<file path="src/design/ssr_pkg.sv">
// Purpose: Constants for the supply supervisor and reset controller.
// Assumes: Comparator and pin inputs are digital levels; one 20 MHz always-on clock.
// Notes on behaviour
// Supervisor is enabled by its pin, or always when the package lacks the pin.
// After power-on threshold, option bytes load, setting or disabling brownout threshold.
// Brownout level picks one of three thresholds taken from option bytes.
// Device held in reset while power-on/down or brownout indication is active.
// Voltage detector interrupts on falling, rising, or both crossings.
// Voltage detector stays inactive until software enables it.
// Supervision off disables power-on reset, brownout, detector and battery domain.
// External supervisor holds reset below 1.8 V, or 1.7 V at 0-70 C.
// Regulator on while bypass pin low, off while high; always on without pin.
// Main mode in run, low-power mode in stop, power-down only in standby.
// Entering regulator power-down marks core registers and memory as lost.
// Bypassed regulator makes core-domain reset pin a core power-on reset only.
// Core-domain reset pin resets core logic untouched by the external reset pin.
// Core-domain reset pin low refuses debug access under power-on reset.
// Standby entry refused while the regulator is bypassed.
// External supervisor keeps core reset low until core supply and 1.8 V main.
// External supervisor asserts core reset if core supply drops with main above 1.8 V.
// Detector interrupts latch pending until software clears; output gated by enable.
// Comparator indications pass two flip-flops before any reset or interrupt decision.
package ssr_pkg;
    localparam int SYNC_W = 7;
    localparam int SYNC_POR = 0;
    localparam int SYNC_BRN1 = 1;
    localparam int SYNC_BRN2 = 2;
    localparam int SYNC_BRN3 = 3;
    localparam int SYNC_SVD = 4;
    localparam int SYNC_CORE_RST = 5;
    localparam int SYNC_EXT_RST = 6;
    localparam logic [1:0] BRN_LVL1 = 2'h1;
    localparam logic [1:0] BRN_LVL2 = 2'h2;
    localparam logic [1:0] BRN_LVL3 = 2'h3;
    localparam logic [1:0] BRN_OFF = 2'h0;
    localparam logic [1:0] BRN_RESET_VAL = 2'h3;
    localparam logic [1:0] EDGE_RISE_BIT = 2'h1;
    localparam logic [1:0] EDGE_FALL_BIT = 2'h2;
    localparam int OPT_LOAD_NS = 1000;
    localparam int CLK_PERIOD_NS = 50;
    localparam int OPT_LOAD_CYC = (OPT_LOAD_NS + CLK_PERIOD_NS - 1) / CLK_PERIOD_NS;
    localparam logic [5:0] OPT_LOAD_CYC_W = 6'(OPT_LOAD_CYC);
    typedef enum logic [3:0] {
        REG_OFF = 4'h1,
        REG_MAIN = 4'h2,
        REG_LOWPWR = 4'h4,
        REG_PWRDN = 4'h8
    } ssr_reg_mode_t;
    typedef enum logic [2:0] {
        BOOT_RESET = 3'h1,
        BOOT_LOAD = 3'h2,
        BOOT_RUN = 3'h4
    } ssr_boot_t;
endpackage : ssr_pkg

</file>
<file path="src/design/ssr_sync.sv">
// Purpose: Two flip-flop level synchroniser, one per bit.
// Assumes: Inputs are levels; reset value is zero.
// Notes: The first stage feeds only the second stage.
`timescale 1ns/1ps
module ssr_sync #(
    parameter int W = 1
) (
    input wire logic clk,
    input wire logic rst_b,
    input wire logic [W-1:0] d,
    output logic [W-1:0] q
);
    logic [W-1:0] meta_reg;
    logic [W-1:0] q_reg;
    always_ff @(posedge clk or negedge rst_b) begin
        if (!rst_b) begin
            meta_reg <= '0;
            q_reg <= '0;
        end else begin
            meta_reg <= d;
            q_reg <= meta_reg;
        end
    end
    assign q = q_reg;
endmodule : ssr_sync

</file>
<file path="src/design/ssr_supervisor.sv">
// Purpose: Supply supervision, reset hold, voltage detector interrupt and regulator mode sequencing.
// Assumes: Analog comparisons arrive as digital levels; pins are synchronous to clk.
// Notes: Comparator, threshold and reset-pin levels pass through ssr_sync before use.
`timescale 1ns/1ps
module ssr_supervisor (
    input wire logic clk,
    input wire logic rst_b,
    input wire logic has_sup_pin,
    input wire logic supervisor_enable_pin,
    input wire logic has_bypass_pin,
    input wire logic bypass_pin,
    input wire logic por_below,
    input wire logic [2:0] brn_below,
    input wire logic svd_below,
    input wire logic core_domain_reset_pin_b,
    input wire logic external_reset_pin_b,
    input wire logic opt_valid,
    input wire logic [1:0] opt_brn_level,
    input wire logic svd_enable,
    input wire logic [1:0] svd_edge_sel,
    input wire logic svd_irq_enable,
    input wire logic svd_clear,
    input wire logic req_stop,
    input wire logic req_standby,
    input wire logic wakeup,
    input wire logic debug_req,
    output logic sys_reset_b,
    output logic core_reset_b,
    output logic opt_loading,
    output logic [1:0] brn_level,
    output logic svd_output,
    output logic svd_pending,
    output logic svd_irq,
    output logic battery_avail,
    output logic regulator_on,
    output ssr_pkg::ssr_reg_mode_t reg_mode,
    output logic context_lost,
    output logic core_pin_gpio_ok,
    output logic debug_grant,
    output logic standby_refused
);
    import ssr_pkg::*;

    ////////////////////////////////////////////////////////////////////////////
    logic [SYNC_W-1:0] raw;
    logic [SYNC_W-1:0] syn;
    assign raw = {external_reset_pin_b, core_domain_reset_pin_b, svd_below, brn_below, por_below};
    ssr_sync #(.W(SYNC_W)) u_sync (
        .clk(clk),
        .rst_b(rst_b),
        .d(raw),
        .q(syn)
    );

    logic sup_on;
    logic reg_en;
    logic brn_hit;
    logic hold_reset;
    assign sup_on = !has_sup_pin || supervisor_enable_pin;
    assign reg_en = !has_bypass_pin || !bypass_pin;
    assign battery_avail = sup_on;

    ////////////////////////////////////////////////////////////////////////////
    // Boot sequencing and brownout level capture.
    ssr_boot_t boot_reg;
    ssr_boot_t boot_next;
    logic [1:0] brn_reg;
    logic [1:0] brn_next;
    logic [5:0] cnt_reg;
    logic [5:0] cnt_next;

    always_comb begin
        brn_hit = 1'b0;
        if (brn_reg == BRN_LVL1) begin
            brn_hit = syn[SYNC_BRN1];
        end else if (brn_reg == BRN_LVL2) begin
            brn_hit = syn[SYNC_BRN2];
        end else if (brn_reg == BRN_LVL3) begin
            brn_hit = syn[SYNC_BRN3];
        end
    end
    assign hold_reset = sup_on && (syn[SYNC_POR] || brn_hit);

    always_comb begin
        boot_next = boot_reg;
        brn_next = brn_reg;
        cnt_next = cnt_reg;
        case (boot_reg)
            BOOT_RESET: begin
                cnt_next = '0;
                if (!(sup_on && syn[SYNC_POR])) begin
                    boot_next = BOOT_LOAD;
                end
            end
            BOOT_LOAD: begin
                if (sup_on && syn[SYNC_POR]) begin
                    boot_next = BOOT_RESET;
                end else if (opt_valid) begin
                    brn_next = opt_brn_level;
                    boot_next = BOOT_RUN;
                end else if (cnt_reg == OPT_LOAD_CYC_W) begin
                    boot_next = BOOT_RUN;
                end else begin
                    cnt_next = cnt_reg + 6'h01;
                end
            end
            BOOT_RUN: begin
                if (hold_reset) begin
                    boot_next = BOOT_RESET;
                end
            end
            default: boot_next = BOOT_RESET;
        endcase
    end

    always_ff @(posedge clk or negedge rst_b) begin
        if (!rst_b) begin
            boot_reg <= BOOT_RESET;
            brn_reg <= BRN_RESET_VAL;
            cnt_reg <= '0;
        end else begin
            boot_reg <= boot_next;
            brn_reg <= brn_next;
            cnt_reg <= cnt_next;
        end
    end

    assign opt_loading = (boot_reg == BOOT_LOAD);
    assign brn_level = sup_on ? brn_reg : BRN_OFF;

    logic sys_rst_reg;
    always_ff @(posedge clk or negedge rst_b) begin
        if (!rst_b) begin
            sys_rst_reg <= 1'b0;
        end else begin
            // A brownout during option loading must still hold the reset.
            sys_rst_reg <= (boot_next == BOOT_RUN) && !hold_reset && syn[SYNC_EXT_RST];
        end
    end
    assign sys_reset_b = sys_rst_reg;

    ////////////////////////////////////////////////////////////////////////////
    // Voltage detector edge interrupt.
    logic svd_act;
    logic svd_prev_reg;
    logic svd_prev_next;
    logic pend_reg;
    logic pend_next;
    logic svd_event;
    assign svd_act = sup_on && svd_enable && (boot_reg == BOOT_RUN);
    always_comb begin
        svd_prev_next = svd_act ? syn[SYNC_SVD] : 1'b0;
        svd_event = svd_act && svd_prev_reg != syn[SYNC_SVD]
            && ((syn[SYNC_SVD] && (svd_edge_sel & EDGE_FALL_BIT) != 2'h0)
            || (!syn[SYNC_SVD] && (svd_edge_sel & EDGE_RISE_BIT) != 2'h0));
        pend_next = svd_event || (pend_reg && !svd_clear);
    end
    always_ff @(posedge clk or negedge rst_b) begin
        if (!rst_b) begin
            svd_prev_reg <= 1'b0;
            pend_reg <= 1'b0;
        end else begin
            svd_prev_reg <= svd_prev_next;
            pend_reg <= pend_next;
        end
    end
    assign svd_output = svd_prev_reg;
    assign svd_pending = pend_reg;
    assign svd_irq = pend_reg && svd_irq_enable;

    ////////////////////////////////////////////////////////////////////////////
    // Regulator mode sequencing.
    ssr_reg_mode_t mode_reg;
    ssr_reg_mode_t mode_next;
    logic lost_reg;
    logic lost_next;
    always_comb begin
        mode_next = mode_reg;
        lost_next = lost_reg && !(boot_reg == BOOT_RUN && mode_reg == REG_MAIN);
        case (mode_reg)
            REG_OFF: begin
                if (reg_en) begin
                    mode_next = REG_MAIN;
                end
            end
            REG_MAIN: begin
                if (!reg_en) begin
                    mode_next = REG_OFF;
                end else if (req_standby) begin
                    mode_next = REG_PWRDN;
                    lost_next = 1'b1;
                end else if (req_stop) begin
                    mode_next = REG_LOWPWR;
                end
            end
            REG_LOWPWR: begin
                if (wakeup || !reg_en) begin
                    mode_next = REG_MAIN;
                end
            end
            REG_PWRDN: begin
                lost_next = 1'b1;
                if (wakeup) begin
                    mode_next = REG_MAIN;
                end
            end
            default: mode_next = REG_MAIN;
        endcase
    end
    always_ff @(posedge clk or negedge rst_b) begin
        if (!rst_b) begin
            mode_reg <= REG_MAIN;
            lost_reg <= 1'b0;
        end else begin
            mode_reg <= mode_next;
            lost_reg <= lost_next;
        end
    end
    assign reg_mode = mode_reg;
    assign regulator_on = reg_en;
    assign context_lost = lost_reg;
    assign standby_refused = !reg_en && req_standby;

    ////////////////////////////////////////////////////////////////////////////
    // Core-domain reset pin in bypass mode.
    assign core_pin_gpio_ok = reg_en;
    assign core_reset_b = reg_en ? sys_rst_reg : syn[SYNC_CORE_RST];
    assign debug_grant = debug_req && (reg_en || syn[SYNC_CORE_RST]);
endmodule : ssr_supervisor

</file>
<file path="config.mk">
export PLATFORM = sky130hd
export DESIGN_NAME = ssr_supervisor
export DESIGN_NICKNAME = d
export VERILOG_FILES = /design/src/design/ssr_pkg.sv /design/src/design/ssr_sync.sv /design/src/design/ssr_supervisor.sv
export SDC_FILE = /design/constraint.sdc
export NUM_CORES = 1
export LEC_CHECK = 0
export ABC_AREA = 0
export BUFFER_PORTS_ARGS = -buffer_cell sky130_fd_sc_hd__buf_4
export CORE_MARGIN = 8
export CORE_UTILIZATION = 54
export CTS_CLUSTER_SIZE = 8
export DETAILED_ROUTE_END_ITERATION = 7
export GPL_TIMING_DRIVEN = 0
export HOLD_SLACK_MARGIN = 0.02
export PLACE_DENSITY = 0.83
export SYNTH_ARGS = -nofsm -noshare
export SYNTH_HDL_FRONTEND = slang
export SYNTH_HIERARCHICAL = 1
export SYNTH_SLANG_ARGS = --single-unit
</file>
<file path="constraint.sdc">
create_clock -name clk -period 4.7 [get_ports clk]
set_input_delay 0.94 -clock clk [delete_from_list [all_inputs] [get_ports clk]]
set_output_delay 0.94 -clock clk [all_outputs]
set_load 0.02 [all_outputs]
</file>
==> flow_summary.ini, run 1 <==
[run_status]
status = complete, no violations

[global_route]
grtUsageMet1 = 0.147
grt_use_met2 = 0.232
grt_use_met3 = 0.0646
antenna_found_initial = 0
grt_usage = 0.143
grt_pass1_vias = 1229
grt_max_degree = 34
busiest_layer = met2
grt_pass1_wl_um = 5020
grt-ovfl-total = 0

[final_layout]
fin_util = 0.707
layout-drive-gt1-share = 0.378
fillers = 202
fin_cells = 211
synthToLayoutAreaGrowth_pct = 27.5
final_nets = 207
diodes = 0

[routing]
drcViolationCount = 0
firstDrtPassIters = 5
routed-via-count = 1173
drt_iter0_drc = 49
ant_nets = 0
vias_per_cell = 5.56
wirelength_um = 3020
wl_per_cell_um = 14.3

[setup_path]
arrival_ns = 1.91
cp.required_ns = 3.76
critPathLaunchType = input pin
end_kind = output pin
crit_type = in -> out
path_max_fanout = 8

[timing]
tightest_slew_ns = 0.568
max_freq_mhz = 351
rsz0062_at_grt = false
maxSlewHeadroom = 0.620
period_share = 0.606
setup_slack_ns = 1.85
finalSetupTns_ns = 0
hold_viol_final = 0
finClkSkew_ns = 0.00984
period_minus_slack_ns = 2.85
setup_viol = 0
maxSlewViolCount = 0

[synthesis]
synth_edf_count = 0
synth_top_area_cell = dfrtp_1
synthFlopType = dfrtp_1
netlist_area_um2 = 1490
synth_async_sr_flop_share = 1.00
syn_inst = 131
synth_top_area_frac = 0.487
syn-mean-instance-area_um2 = 11.4
seq_area_frac_synth = 0.558
yosysMostFrequentCell = dfrtp_1
ys_ff_latch = 33
synth.top_cells.by_area = dfrtp_1 49%, dfstp_2 7.1%, mux2i_1 3.4%, mux2_2 3.0%, nand2_1 2.8%
synthesis.nets = 158
netlist_top_cells_count = 29 x dfrtp_1, 11 x nand2_1, 10 x nor2_1
ys_types = 45
synth_warnings = 6

[clock_network]
cts_tree = built
numCtsBuffers = 5
clock_latency_ns = 0.33
cts_hold_buf = 0
cts_resized = 0
post-cts-setup-buffers = 0
clkSlewWorstSetupHoldPaths_ns = 0.08
htreeDepth = 2
cts_buffer_depth = 2
clock-root-buffer = clkbuf_4
numClockSinks = 33

[power_and_ir_drop]
p_leak_uw = 0.000929
p_total_uw = 820
ir_drop_mv = 0.343
powerDensity_nw_per_um2 = 432

[placed_design]
io_buffers = 42
dp_worst_setup_slack_ns = 1.85
dp_cells = 204
hpwl_um = 2390
gp_congestion = 0.855

[die]
io_pins = 43
design.core.area_um2 = 2690
rows = 19
die_x_um = 68.5
dieArea_um2 = 4690
die_y_um = 68.5
start_util = 0.554

[worst_hold_path]
hold_class = reg -> reg

[flow_run]
max-cap-violations = 0
==> final cells by class <==
type                            instances  area (µm²)  share of cell area
Sequential cell                        33         831               0.438
Multi-Input combinational cell         87         612               0.322
Timing Repair Buffer                   42         315               0.166
Clock buffer                            7        55.1              0.0290
Tap cell                               31        38.8              0.0204
Inverter                                7        26.3              0.0138
Buffer                                  4        20.0              0.0105
==> power breakdown <==
part / leakage (µW) / internal [µW] / switching, µW
combinational: 0.000491 / 135 / 153
sequential: 0.000406 / 339 / 42.1
clock: 0.0000314 / 70.4 / 80.6
==> path summary, 6_finish.rpt <==
check / to / startpoint / slack [ns] / cells after the start
min in group asynchronous: svd_output$_DFF_PN0_ / rst_b / 0.53 / 1
max: debug_grant / bypass_pin / 1.85 / 6
max in group asynchronous: reg_mode[1]$_DFFE_PN1P_ / rst_b / 3.84 / 1
max reg2reg: cnt_reg[1]$_DFFE_PN0P_ / cnt_reg[0]$_DFFE_PN0P_ / 2.98 / 6
min: u_sync/q[5]$_DFF_PN0_ / u_sync/meta_reg[5]$_DFF_PN0_ / 0.35 / 0
min reg2reg: u_sync/q[5]$_DFF_PN0_ / u_sync/meta_reg[5]$_DFF_PN0_ / 0.35 / 0
==> stage by stage <==
stage	hold WS (ns)	instance area (µm²)
after floorplan	0.331	1490
after global placement	0.332	1840
after detailed placement	0.337	1840
after CTS	0.357	1900
after global routing	0.371	1900
final	0.353	1900
==> metal layers <==
metal  vias up  wire (µm)
li1        555          -
met3        10        299
met5         -          0
met2        47       1510
met1       561       1130
met4         0         80
==> cell families after synthesis <==
logic type               share of synthesized area
AND/OR/NAND/NOR                              0.198
adder cells (fa/ha/maj)                     0.0168
buffers and inverters                       0.0311
multiplexers                                0.0639
flip-flops                                   0.558
XOR/XNOR                                   0.00588
AO/OA/AOI/OAI                                0.126
==> critical path, cell delays in order <==
cell,delay (ns)
buf_4,0.07
and2_1,0.11
clkbuf_1,0.26
inv_1,0.18
o21a_1,0.20
buf_4,0.15
==> cells in the final DEF (no fill, tap or decap), types with 2 or more instances in the layout <==
master,n
buf_4,43
dfrtp_1,29
nand2_1,11
nor2_1,10
inv_1,6
and2_1,5
mux2i_1,5
clkbuf_4,5
nand2b_1,4
mux2_2,4
o21ai_0,4
and3_1,4
dfstp_2,4
clkbuf_1,3
a21boi_0,3
o21a_1,3
nand3_1,3
nor3b_1,2
nand4_1,2
a32oi_1,2
ha_1,2
(Power assumes the default switching activity.)
==> inputs of run 2 (changes only) <==
Settings changed: CORE_UTILIZATION 54 to 50, PLACE_DENSITY 0.83 to 0.77.
Clock period 4.7 ns to 2.9 ns, I/O delays scaled along.
==> run 2 against run 1 <==
Clock skew fell by 0.0022 ns. Worst setup slack worse by 1.1 ns. Via count shrank 1.0%. Sequential share of layout area decreased by 0.71 points. Clock-buffer cell count shrank 2. Worst hold slack worse by 0.19 ns. Register-to-register slack worse by 1.9 ns. Cell count is 1.4% higher.
==> flow_summary.ini, run 2 (synthesized netlist as in run 1, its figures left out) <==
[global_route]
grt_pass1_wl_um = 5720
grt_usage = 0.144
grt-ovfl-total = 0
antenna_found_initial = 0
grt_pass1_vias = 1234
grt_max_degree = 34

[setup_path]
reg2reg_to = cnt_reg[1]$_DFFE_PN0P_
end_kind = output pin
path_max_fanout = 8
r2r_start = cnt_reg[0]$_DFFE_PN0P_
reg2regPathDepth = 6
cp.required_ns = 2.32
reg2reg_slack_ns = 1.11
arrival_ns = 1.56
critPathLaunchType = input pin
crit_type = in -> out

[run_status]
status = complete, no violations

[routing]
routed-via-count = 1161
drcViolationCount = 0
wl_per_cell_um = 14.7
ant_nets = 0
vias_per_cell = 5.43
wirelength_um = 3140
firstDrtPassIters = 4
drt_iter0_drc = 37

[clock_network]
cts_hold_buf = 0
clkSlewWorstSetupHoldPaths_ns = 0.11
clock_latency_ns = 0.33
numCtsBuffers = 5
numClockSinks = 33
post-cts-setup-buffers = 0
cts_buffer_depth = 2
clock-root-buffer = clkbuf_4
cts_resized = 0
cts_tree = built
htreeDepth = 2

[timing]
hold_viol_final = 0
period_share = 0.737
tightest_slew_ns = 0.551
max_freq_mhz = 468
rsz0062_at_grt = false
maxSlewHeadroom = 0.632
finClkSkew_ns = 0.00760
finalSetupTns_ns = 0
maxSlewViolCount = 0
period_minus_slack_ns = 2.14
setup_viol = 0
setup_slack_ns = 0.762

[die]
dieArea_um2 = 4980
die_y_um = 70.6
rows = 20
design.core.area_um2 = 2950
io_pins = 43
start_util = 0.504
die_x_um = 70.6

[power_and_ir_drop]
p_leak_uw = 0.000939
powerDensity_nw_per_um2 = 737
ir_drop_mv = 0.416

[placed_design]
gp_congestion = 0.789
io_buffers = 42
dp_worst_setup_slack_ns = 0.756
hpwl_um = 2480

[final_layout]
diodes = 0
synthToLayoutAreaGrowth_pct = 29.6
final_cell_mix = 43 x buf_4, 29 x dfrtp_1, 11 x nand2_1
final_nets = 207
final_common_cell = buf_4
layout-drive-gt1-share = 0.387

[flow_run]
max-cap-violations = 0

[worst_hold_path]
hold_class = in -> async
run 2: changes by cell type in the layout (fill, tap and decap cells not counted):
cell / change
clkbuf_1: -1
clkinv_4: +1
clkbuf_8: -1
bufinv_16: +1
clkinvlp_4: +1
run 2: worst max-delay path by stage:
stage               start               to  slack, ns  cells past startpoint
2_1_floorplan  bypass_pin  standby_refused       0.92                      4
3_3_place_gp   bypass_pin     core_reset_b       0.80                      5
3_5_place_dp   bypass_pin     core_reset_b       0.76                      5
4_1_cts        bypass_pin     core_reset_b       0.76                      5
5_1_grt        bypass_pin      debug_grant       0.69                      6
6_report       bypass_pin     core_reset_b       0.76                      5
run 2: report_power, final:
part | switching, µW | internal (µW)
Clock | 158 | 182
Combinational | 246 | 219
Sequential | 67.0 | 549
Total | 471 | 951
run 2: area by class of cell:
type                            instances  area (µm²)
Timing Repair Buffer                   42         315
Inverter                                7        26.3
Buffer                                  4        20.0
Clock buffer                            5        37.5
Tap cell                               33        41.3
Fill cell                             246        1020
Sequential cell                        33         831
Multi-Input combinational cell         87         612
Clock inverter                          3        46.3
run 2: per-stage QoR:
| stage | util | std cells | power, µW | area (µm²) | hold WS [ns] |
|---|---|---|---|---|---|
| 2_1_floorplan | - | 131 | 920 | 1490 | 0.284 |
| 3_3_place_gp | 0.625 | 206 | 1080 | 1850 | 0.332 |
| 3_5_place_dp | 0.625 | 206 | 1090 | 1850 | 0.340 |
| 4_1_cts | 0.653 | 214 | 1440 | 1930 | 0.159 |
| 5_1_grt | 0.653 | 214 | 1520 | 1930 | 0.178 |
| 6_report | 0.653 | 214 | 1420 | 1930 | 0.160 |
run 2: worst max-delay path: stages:
cell and delay, ns:
buf_4 0.07, and2_1 0.11, clkbuf_1 0.27, mux2_2 0.37, buf_4 0.16
run 2: metal layers:
metal	track usage	share of wire	vias to the layer above
met5	0	0	-
met4	0.0647	0.013	0
met3	0.0537	0.064	5
met2	0.252	0.53	35
met1	0.151	0.39	561
li1	-	-	560
